===== src/inc/pfm_pkg.sv =====
package pfm_pkg;
  localparam int ADDR_W = 6;
  localparam int DATA_W = 32;
  // Register byte offsets
  localparam logic [5:0] OFS_SEL0 = 6'h00;
  localparam logic [5:0] OFS_SEL1 = 6'h04;
  localparam logic [5:0] OFS_SEL2 = 6'h08;
  localparam logic [5:0] OFS_SEL3 = 6'h0c;
  localparam logic [5:0] OFS_SEL4 = 6'h10;
  localparam logic [5:0] OFS_SEL5 = 6'h14;
  localparam logic [5:0] OFS_SEL6 = 6'h18;
  localparam logic [5:0] OFS_ENC_FILT = 6'h20;
  localparam logic [5:0] OFS_TMR_DIS = 6'h24;
  localparam logic [5:0] OFS_INT_STATUS = 6'h28;
  localparam logic [5:0] OFS_INT_MASK = 6'h2c;
  // Reset values: default option bit of each used byte set
  localparam logic [31:0] RST_SEL0 = 32'h0000_0100;
  localparam logic [31:0] RST_SEL1 = 32'h0101_0101;
  localparam logic [31:0] RST_SEL2 = 32'h0001_0101;
  localparam logic [31:0] RST_SEL3 = 32'h0101_0001;
  localparam logic [31:0] RST_SEL4 = 32'h0001_0101;
  localparam logic [31:0] RST_SEL5 = 32'h0000_0100;
  localparam logic [31:0] RST_SEL6 = 32'h0000_0100;
  localparam logic [31:0] RST_ENC_FILT = 32'h0101_0101;
  localparam logic [31:0] RST_TMR_DIS = 32'h0000_0001;
  // Field positions
  localparam int ENC_A_POS = 0;
  localparam int ENC_B_POS = 8;
  localparam int ENC_I_POS = 16;
  localparam int ENC_S_POS = 24;
  localparam int TDIS_GPIO_BIT = 0;
  localparam int TDIS_ERR_BIT = 1;
  // Interrupt status bits
  localparam int IRQ_PRIV_ERR = 0;
  localparam int IRQ_ENC_CHG = 1;
  localparam int IRQ_W = 2;
  // Qualifier span: fixed 6-bit counter
  localparam int QUAL_W = 6;
  localparam logic [5:0] QUAL_MAX = 6'h3f;

  typedef struct packed {
    logic wr;
    logic rd;
    logic priv;
    logic [ADDR_W-1:0] addr;
    logic [DATA_W-1:0] wdata;
  } pfm_req_s;

  typedef struct packed {
    logic [DATA_W-1:0] rdata;
    logic err;
  } pfm_rsp_s;

  // Peripheral outputs to multiplex
  typedef struct packed {
    logic [7:0] gpio_a;
    logic [3:1] serial3_cs_n;
    logic [3:1] serial2_cs_n;
    logic [3:1] buf_cs_n;
    logic buf_ena_n;
    logic serial3_clk;
    logic serial3_cs0_n;
    logic serial3_ena_n;
    logic converter_event;
    logic ext_clk;
    logic [31:17] timer;
    logic enc_a;
    logic enc_b;
    logic enc_i;
    logic enc_s;
  } pfm_func_s;

  typedef enum logic [1:0] {
    PFM_OPT_DEF = 2'b00,
    PFM_OPT_2 = 2'b01,
    PFM_OPT_3 = 2'b10
  } pfm_opt_e;
endpackage


===== src/logic/pfm_pin_function_mux.sv =====
`timescale 1ns/1ns
// Notes on behaviour
// - Only output drivers are switched; pin inputs fan out to all sharers.
// - After reset each pin drives its default function.
// - Options picked by per-pin register and bit mapping.
// - One byte per pin: bit0 default, bit1 second, bit2 third.
// - Bit 16 of select register 2 set at reset; port A7 on pin 18.
// - Shared pin input goes to port and timer together, unselected.
// - Select writes only when privileged; others get an error response.
// - All-zero select register gives defaults on its pins.
// - More than one bit set in a byte gives the default.
// - Direct-sync bit set: encoder A two-flop synchronised only.
// - Qualify mode: synchronised then qualified by 6-bit counter.
// - Both filter bits zero behaves as direct-sync.
// - Encoder B, index, strobe use bits 8/9, 16/17, 24/25.
// - Disable source bit 0 set: port A5 drives timer disable directly.
// - Source bit1 only: encoder error synchronised, inverted, drives disable.
// - Both source bits zero behaves as port A5.
module pfm_pin_function_mux
  import pfm_pkg::*;
(
  // Clock and reset
  input wire logic sys_clk,
  input wire logic rstn,
  // Register port
  input wire pfm_pkg::pfm_req_s bus_req,
  output pfm_pkg::pfm_rsp_s bus_rsp,
  output logic irq,
  // Peripheral outputs
  input wire pfm_pkg::pfm_func_s func,
  // Pin outputs: pins 1,2,5,8,9,10,12,18,93,27,39,68,36,38,37,58
  output logic [15:0] pin_out,
  // Pin inputs, raw from pads
  input wire logic [15:0] pin_in,
  input wire logic encoder_in_a,
  input wire logic encoder_in_b,
  input wire logic encoder_index,
  input wire logic encoder_strobe,
  input wire logic encoder_error,
  // Input fan-out to peripherals
  output logic [15:0] pin_to_gpio,
  output logic [15:0] pin_to_timer,
  output logic [15:0] pin_to_serial,
  output logic [3:0] encoder_filtered,
  output logic timer_pin_disable_n
);
  import pfm_pkg::*;

  logic [31:0] sel [0:6];
  logic [31:0] enc_filt;
  logic [31:0] tmr_dis;
  logic [IRQ_W-1:0] int_status;
  logic [IRQ_W-1:0] int_mask;
  logic priv_err_evt;
  logic enc_chg_evt;

  // Returns option for one byte; anything but 8'h02 or 8'h04 gives default
  function automatic pfm_opt_e decode_byte(input logic [7:0] b);
    case (b)
      8'h02: decode_byte = PFM_OPT_2;
      8'h04: decode_byte = PFM_OPT_3;
      default: decode_byte = PFM_OPT_DEF;
    endcase
  endfunction

  function automatic logic pick3(input pfm_opt_e o, input logic d, input logic s2, input logic s3);
    case (o)
      PFM_OPT_2: pick3 = s2;
      PFM_OPT_3: pick3 = s3;
      default: pick3 = d;
    endcase
  endfunction

  // Offset 0x1c is a hole in the select map, so no error there
  wire logic sel_addr = bus_req.addr <= OFS_TMR_DIS && bus_req.addr != 6'h1c;
  wire logic wr_ok = bus_req.wr && bus_req.priv;

  // Privileged-only writes; unprivileged write gets error on the next cycle
  always_ff @(posedge sys_clk or negedge rstn) begin
    if (!rstn) begin
      sel[0] <= RST_SEL0;
      sel[1] <= RST_SEL1;
      sel[2] <= RST_SEL2;
      sel[3] <= RST_SEL3;
      sel[4] <= RST_SEL4;
      sel[5] <= RST_SEL5;
      sel[6] <= RST_SEL6;
      enc_filt <= RST_ENC_FILT;
      tmr_dis <= RST_TMR_DIS;
    end else if (wr_ok) begin
      case (bus_req.addr)
        OFS_SEL0: sel[0] <= bus_req.wdata;
        OFS_SEL1: sel[1] <= bus_req.wdata;
        OFS_SEL2: sel[2] <= bus_req.wdata;
        OFS_SEL3: sel[3] <= bus_req.wdata;
        OFS_SEL4: sel[4] <= bus_req.wdata;
        OFS_SEL5: sel[5] <= bus_req.wdata;
        OFS_SEL6: sel[6] <= bus_req.wdata;
        OFS_ENC_FILT: enc_filt <= bus_req.wdata;
        OFS_TMR_DIS: tmr_dis <= bus_req.wdata;
        default: ;
      endcase
    end
  end

  assign priv_err_evt = bus_req.wr && !bus_req.priv && sel_addr;

  always_ff @(posedge sys_clk or negedge rstn) begin
    if (!rstn) begin
      int_mask <= '0;
    end else if (bus_req.wr && bus_req.addr == OFS_INT_MASK) begin
      int_mask <= bus_req.wdata[IRQ_W-1:0];
    end
  end

  // Set wins over write-one-to-clear
  always_ff @(posedge sys_clk or negedge rstn) begin
    if (!rstn) begin
      int_status <= '0;
    end else begin
      for (int i = 0; i < IRQ_W; i++) begin
        if ((i == IRQ_PRIV_ERR && priv_err_evt) || (i == IRQ_ENC_CHG && enc_chg_evt))
          int_status[i] <= 1'b1;
        else if (bus_req.wr && bus_req.addr == OFS_INT_STATUS && bus_req.wdata[i])
          int_status[i] <= 1'b0;
      end
    end
  end

  assign irq = |(int_status & int_mask);

  always_ff @(posedge sys_clk or negedge rstn) begin
    if (!rstn) begin
      bus_rsp <= '0;
    end else begin
      bus_rsp.err <= priv_err_evt;
      bus_rsp.rdata <= '0;
      // Reserved select bits read back as stored
      if (bus_req.rd) begin
        case (bus_req.addr)
          OFS_SEL0: bus_rsp.rdata <= sel[0];
          OFS_SEL1: bus_rsp.rdata <= sel[1];
          OFS_SEL2: bus_rsp.rdata <= sel[2];
          OFS_SEL3: bus_rsp.rdata <= sel[3];
          OFS_SEL4: bus_rsp.rdata <= sel[4];
          OFS_SEL5: bus_rsp.rdata <= sel[5];
          OFS_SEL6: bus_rsp.rdata <= sel[6];
          OFS_ENC_FILT: bus_rsp.rdata <= enc_filt;
          OFS_TMR_DIS: bus_rsp.rdata <= tmr_dis;
          OFS_INT_STATUS: bus_rsp.rdata <= {{(32-IRQ_W){1'b0}}, int_status};
          OFS_INT_MASK: bus_rsp.rdata <= {{(32-IRQ_W){1'b0}}, int_mask};
          default: bus_rsp.rdata <= '0;
        endcase
      end
    end
  end

  // Output multiplexing; pins are combinational so selection acts at once
  always_comb begin
    // Pin 1
    pin_out[0] = pick3(
      decode_byte(sel[0][15:8]),
      func.gpio_a[0],
      func.serial3_cs_n[3],
      func.gpio_a[0]
    );

    // Pin 2
    pin_out[1] = pick3(
      decode_byte(sel[1][7:0]),
      func.gpio_a[1],
      func.serial3_cs_n[2],
      func.gpio_a[1]
    );

    // Pin 5
    pin_out[2] = pick3(
      decode_byte(sel[1][15:8]),
      func.gpio_a[2],
      func.serial3_cs_n[1],
      func.gpio_a[2]
    );

    // Pin 8
    pin_out[3] = pick3(
      decode_byte(sel[1][23:16]),
      func.gpio_a[3],
      func.serial2_cs_n[3],
      func.gpio_a[3]
    );

    // Pin 9
    pin_out[4] = pick3(
      decode_byte(sel[1][31:24]),
      func.gpio_a[4],
      func.serial2_cs_n[2],
      func.gpio_a[4]
    );

    // Pin 10
    pin_out[5] = pick3(
      decode_byte(sel[2][7:0]),
      func.gpio_a[5],
      func.ext_clk,
      func.gpio_a[5]
    );

    // Pin 12
    pin_out[6] = pick3(
      decode_byte(sel[2][15:8]),
      func.gpio_a[6],
      func.serial2_cs_n[1],
      func.timer[31]
    );

    // Pin 18: port A7 by default, timer 29 once software swaps the bits
    pin_out[7] = pick3(
      decode_byte(sel[2][23:16]),
      func.gpio_a[7],
      func.timer[29],
      func.gpio_a[7]
    );

    // Pin 93
    pin_out[8] = pick3(
      decode_byte(sel[6][15:8]),
      func.buf_cs_n[1],
      func.enc_s,
      func.timer[17]
    );

    // Pin 27
    pin_out[9] = pick3(
      decode_byte(sel[3][7:0]),
      func.buf_cs_n[2],
      func.timer[20],
      func.timer[19]
    );

    // Pin 39
    pin_out[10] = pick3(
      decode_byte(sel[4][15:8]),
      func.buf_cs_n[3],
      func.timer[26],
      func.buf_cs_n[3]
    );

    // Pin 68
    pin_out[11] = pick3(
      decode_byte(sel[5][15:8]),
      func.buf_ena_n,
      func.timer[23],
      func.timer[30]
    );

    // Pin 36
    pin_out[12] = pick3(
      decode_byte(sel[3][23:16]),
      func.serial3_clk,
      func.enc_a,
      func.serial3_clk
    );

    // Pin 38
    pin_out[13] = pick3(
      decode_byte(sel[4][7:0]),
      func.serial3_cs0_n,
      func.enc_i,
      func.serial3_cs0_n
    );

    // Pin 37
    pin_out[14] = pick3(
      decode_byte(sel[3][31:24]),
      func.serial3_ena_n,
      func.enc_b,
      func.serial3_ena_n
    );

    // Pin 58
    pin_out[15] = pick3(
      decode_byte(sel[4][23:16]),
      func.converter_event,
      func.timer[28],
      func.converter_event
    );
  end

  // Inputs not multiplexed: every sharer sees the pad together
  assign pin_to_gpio = pin_in;
  assign pin_to_timer = pin_in;
  assign pin_to_serial = pin_in;

  // Encoder input filters
  logic [3:0] enc_raw;
  logic [3:0] enc_s1;
  logic [3:0] enc_s2;
  assign enc_raw = {encoder_strobe, encoder_index, encoder_in_b, encoder_in_a};

  always_ff @(posedge sys_clk or negedge rstn) begin
    if (!rstn) begin
      enc_s1 <= '0;
      enc_s2 <= '0;
    end else begin
      enc_s1 <= enc_raw;
      enc_s2 <= enc_s1;
    end
  end

  wire logic [3:0] enc_pick;
  genvar g;
  generate
    for (g = 0; g < 4; g++) begin : g_enc
      localparam int P = (g == 0) ? ENC_A_POS : (g == 1) ? ENC_B_POS : (g == 2) ? ENC_I_POS : ENC_S_POS;
      logic [QUAL_W-1:0] cnt;
      logic qual;
      logic prev;
      logic use_qual;
      // Qualify only when direct bit clear and qualify bit set; 00 acts as direct
      assign use_qual = !enc_filt[P] && enc_filt[P+1];
      always_ff @(posedge sys_clk or negedge rstn) begin
        if (!rstn) begin
          cnt <= '0;
          qual <= 1'b0;
          prev <= 1'b0;
        end else begin
          prev <= enc_s2[g];
          if (enc_s2[g] != prev) begin
            cnt <= '0;
          end else if (cnt == QUAL_MAX) begin
            qual <= enc_s2[g];
          end else begin
            cnt <= cnt + 6'h01;
          end
        end
      end
      assign enc_pick[g] = use_qual ? qual : enc_s2[g];
    end
  endgenerate

  always_ff @(posedge sys_clk or negedge rstn) begin
    if (!rstn) begin
      encoder_filtered <= '0;
    end else begin
      encoder_filtered <= enc_pick;
    end
  end

  // Raised one cycle ahead of the filtered output changing
  assign enc_chg_evt = |(encoder_filtered ^ enc_pick);

  // Timer disable source
  logic err_s1;
  logic err_s2;
  always_ff @(posedge sys_clk or negedge rstn) begin
    if (!rstn) begin
      err_s1 <= 1'b0;
      err_s2 <= 1'b0;
    end else begin
      err_s1 <= encoder_error;
      err_s2 <= err_s1;
    end
  end

  // Port A5 path is a direct wire, so it needs no sync
  // Inverted after the second flop, so no gate sits ahead of the first
  assign timer_pin_disable_n = (!tmr_dis[TDIS_GPIO_BIT] && tmr_dis[TDIS_ERR_BIT])
    ? !err_s2
    : func.gpio_a[5];
endmodule


===== config.mk =====
export PLATFORM = sky130hd
export DESIGN_NAME = pfm_pin_function_mux
export DESIGN_NICKNAME = d
export VERILOG_FILES = /design/src/inc/pfm_pkg.sv /design/src/logic/pfm_pin_function_mux.sv
export SDC_FILE = /design/constraint.sdc
export NUM_CORES = 1
export LEC_CHECK = 0
export BUFFER_PORTS_ARGS = -buffer_cell sky130_fd_sc_hd__buf_2
export CAP_MARGIN = 20
export CELL_PAD_IN_SITES_DETAIL_PLACEMENT = 0
export CELL_PAD_IN_SITES_GLOBAL_PLACEMENT = 1
export CORE_AREA = 2 2 201 203
export DETAILED_ROUTE_END_ITERATION = 12
export DIE_AREA = 0 0 203 205
export GPL_ROUTABILITY_DRIVEN = 0
export PLACE_DENSITY = 0.77
export SYNTH_ARGS = -nofsm -noshare
export SYNTH_HDL_FRONTEND = slang
export SYNTH_SLANG_ARGS = --single-unit

===== constraint.sdc =====
create_clock -name sys_clk -period 1.55 [get_ports sys_clk]
set_clock_uncertainty 0.05 [all_clocks]
set_input_delay 0.155 -clock sys_clk [delete_from_list [all_inputs] [get_ports sys_clk]]
set_output_delay 0.155 -clock sys_clk [all_outputs]
set_load 0.02 [all_outputs]

==> key figures <==
Synth
  – Synth Instances: 1276
  – Largest family of logic cells by synthesized area: multiplexers
  – Most common cell in the netlist: dfrtp_1
  – Post-synthesis mux area share: 0.244
  – Yosys warns: 0
  – Library cells used by synthesis: 50
  – Yosys top cell by area: dfrtp_1
  – Top-area cell type share of the netlist area: 0.525
  – Post-synth EDFFs: 0
  – Number of synthesized register bits: 371
  – Area share of fa/ha/maj cells after synthesis: 0.00899
  – Ys async rst share: 1.00
  – Top post-synthesis cells by area: dfrtp_1, mux2_2, mux2i_1
  – Cell area after synthesis: roughly 17000 µm²
  – Syn_area_per_cell: approximately 13 µm²
  – Post-Syn Nets: approximately 1400
  – Post-Synth Simple-Gate Area: 0.0593
  – Synth cell count leaders: dfrtp_1, mux2_2, mux2i_1, a22oi_1, buf_4
  – Seq/Total Area, Yosys: 0.558
  – Post-synthesis xor/xnor area fraction: 0.00787
  – Compound-Gate Fraction of Synth Area: 0.0796
  – Post-synth top flop: dfrtp_1

Power and ir drop
  – Pwr Density: ~1100 nW/µm²
  – VDD IR-drop max: 0.891 mV
  – Lkg Pwr: between 0.01 and 0.015 µW

Place
  – HPWL after DPL: roughly 30000 µm
  – Dpl cell area: between 15000 and 20000 µm²
  – Post-Place Setup Slack: -452 ps
  – Placed cells: 2003
  – Port Buffers: roughly 140

Global routing
  – Largest net degree at the start of global routing: 50
  – Vias in the first global route: roughly 12000
  – Global-route wire length before repair: roughly 70000 µm
  – Initial antenna violation count: 2
  – GRT Residual Overflow: 0
  – GRT Total Usage: 0.218

Finish
  – FILL cells: about 3300
  – Finished Cell Area: between 20000 and 25000 µm²
  – Share of layout cells above drive strength 1: 0.468
  – Layout area overhead: 28.7%
  – Fin nets: ~1700
  – Multi-input logic area: between 7000 and 8000 µm²
  – Reg area: roughly 9300 µm²
  – Finished Layout Cells: between 2000 and 2500

CTS
  – CTS max path bufs: 3
  – TritonCTS Buffers: approximately 40
  – Root Buffer: clkbuf_16
  – Clock Sinks: ~370
  – H-tree depth: 2
  – CTS tree: done
  – Clock-pin slew on the worst setup and hold paths: 60 ps
  – Clock latency at the later pin of the worst-skew pair: between 500 and 600 ps

Route
  – Routed vias: ~12000
  – DRC errors left: 0
  – WL final: 44900 µm
  – Drt initial violations: 664
  – Initial DRT Pass Iterations: 5
  – Routed wire per std cell: around 21 µm
  – ANT nets after route: 0
  – Drt via density: 5.46

Die
  – Die width: between 200 and 250 µm
  – Placement row count: 73
  – Initial core utilization: 0.424
  – Die footprint: around 42000 µm²
  – Total core area: between 30000 and 40000 µm²
  – Die H: just over 200 µm
  – I/O pins: about 210

Critical path
  – Reg2reg path depth: 5
  – WP data required: roughly 1300 ps
  – Crit. End Element: primary output
  – Crit Path Class: reg -> out
  – Crit start category: flip-flop
  – Largest fanout on the critical path: 2
  – Worst EP arrival: ~2200 ps

Timing
  – Tcrit/Tclk final: 1.56
  – Unrepaired setup endpoints after global routing: yes
  – Hold violation count in the final report: 0
  – Final min period: 2420 ps
  – Slew Limit Fails: 0
  – Least-Margin Pin Slew: around 470 ps
  – Final setup violation count: 17
  – Setup ws final: -875 ps
  – Slew HR: 0.685
  – Max Freq: 412 MHz

Outcome
  – Status: complete, but fails checks
  – Failing checks: negative setup slack

Job
  – Maxcap violations: 0

Hold path
  – Hold/Removal Path Class: in -> reg
  – WHS Path Cells: 4
-- per-stage QoR --
| stage | hold WS (ps) | utilization | setup TNS [ps] | total power, µW |
|---|---|---|---|---|
| after floorplan | -191 | - | -14480 | 12400 |
| after global placement | 58.3 | 0.488 | -88850 | 13400 |
| after detailed placement | 53.9 | 0.488 | -94360 | 13500 |
| after CTS | 2.96 | 0.539 | -10030 | 23200 |
| after global routing | 48.1 | 0.546 | -10940 | 24100 |
| final | 22.2 | 0.546 | -9590 | 23100 |
-- final cells by class --
| cell class | instances | share of cell area |
|---|---|---|
| sequential | 371 | 0.433 |
| tap | 525 | 0.0306 |
| inverter | 16 | 0.00280 |
| multi-input combinational | 774 | 0.332 |
| antenna | 2 | 0.000233 |
| timing repair buffer | 382 | 0.141 |
| clock inverter | 11 | 0.00489 |
| clock buffer | 63 | 0.0553 |
-- path summary, 6_finish.rpt --
kind                                  start             to  slack (ps)
worst min register to register    enc_s1[3]      enc_s2[3]         300
worst max register to register      sel[64]     bus_rsp[1]          70
worst min-delay path            bus_req[40]  int_status[0]          20
min in group asynchronous              rstn      enc_s2[2]          70
max in group asynchronous              rstn        sel[96]         690
worst max-delay path                sel[12]     pin_out[8]        -870
-- worst max-delay path: stages (launching register included) --
cell	delay [ps]
dfrtp_1	410
nor4_4	300
nand2_1	100
nor3b_2	200
inv_1	70
ha_2	170
a22oi_2	220
o21ai_4	70
buf_6	130
-- state kept, by name (all words and copies together), names as in the netlist --
register          flops
g_enc.qual            4
enc_s1                4
encoder_filtered      4
g_enc.cnt            24
g_enc.prev            4
err_s1                1
tmr_dis              32
enc_filt             32
bus_rsp              33
int_mask              2
sel                 224
int_status            2
enc_s2                4
err_s2                1
-- where the power goes --
group	switching, µW	internal (µW)
registers	546	10400
logic	1250	1490
clock network	3960	5480
-- routing by layer --
layer	part of all wire	GRT usage	wire length [µm]	vias to the layer above
li1	-	-	-	5293
met1	0.45	0.294	20200	6074
met2	0.48	0.361	21500	271
met3	0.044	0.0325	2000	75
met4	0.026	0.0740	1170	0
met5	0	0	0	-
-- logic make-up after synthesis --
| family | after synthesis |
|---|---|
| and+or+nand+nor | 177 |
| muxes | 369 |
| adders and majority gates | 12 |
| DFF | 371 |
| AOI/OAI and AO/OA | 201 |
| buffers and inverters | 131 |
| xor gates and xnor gates | 15 |
-- repair_timing --
| item | 4_1_cts | 5_1_grt |
|---|---|---|
| setup buffers | 14 | 13 |
| gates resized for setup | 54 | 28 |
| pin swaps | 36 | 19 |
| hold endpoints to repair | 646 | 0 |
| hold buffers | 39 | 0 |
| setup endpoints to repair | 19 | 25 |
-- cells in the final DEF, fill, tap and decap left out, drive strengths merged, types with 6 or more instances in the layout --
master / netlist / layout
nor3b: 7 / 7
o22ai: 22 / 22
nor2b: 10 / 10
nor3: 9 / 9
nand2: 41 / 41
dfstp: 21 / 21
ha: 12 / 12
a221oi: 9 / 9
a22oi: 58 / 58
xnor2: 7 / 7
mux2i: 66 / 66
and3: 8 / 8
o21ai: 31 / 31
nor2: 34 / 34
xor2: 8 / 8
inv: 16 / 19
nor4: 16 / 16
dlygate4sd3: 0 / 39
buf: 88 / 343
clkbuf: 27 / 63
nand3: 12 / 12
o2bb2ai: 6 / 6
nand4: 10 / 10
a21oi: 29 / 29
nor4b: 13 / 13
dfrtp: 350 / 350
a31oi: 32 / 32
mux2: 303 / 303
clkinv: 0 / 6
No activity file was read; power rests on OpenSTA's default activity.
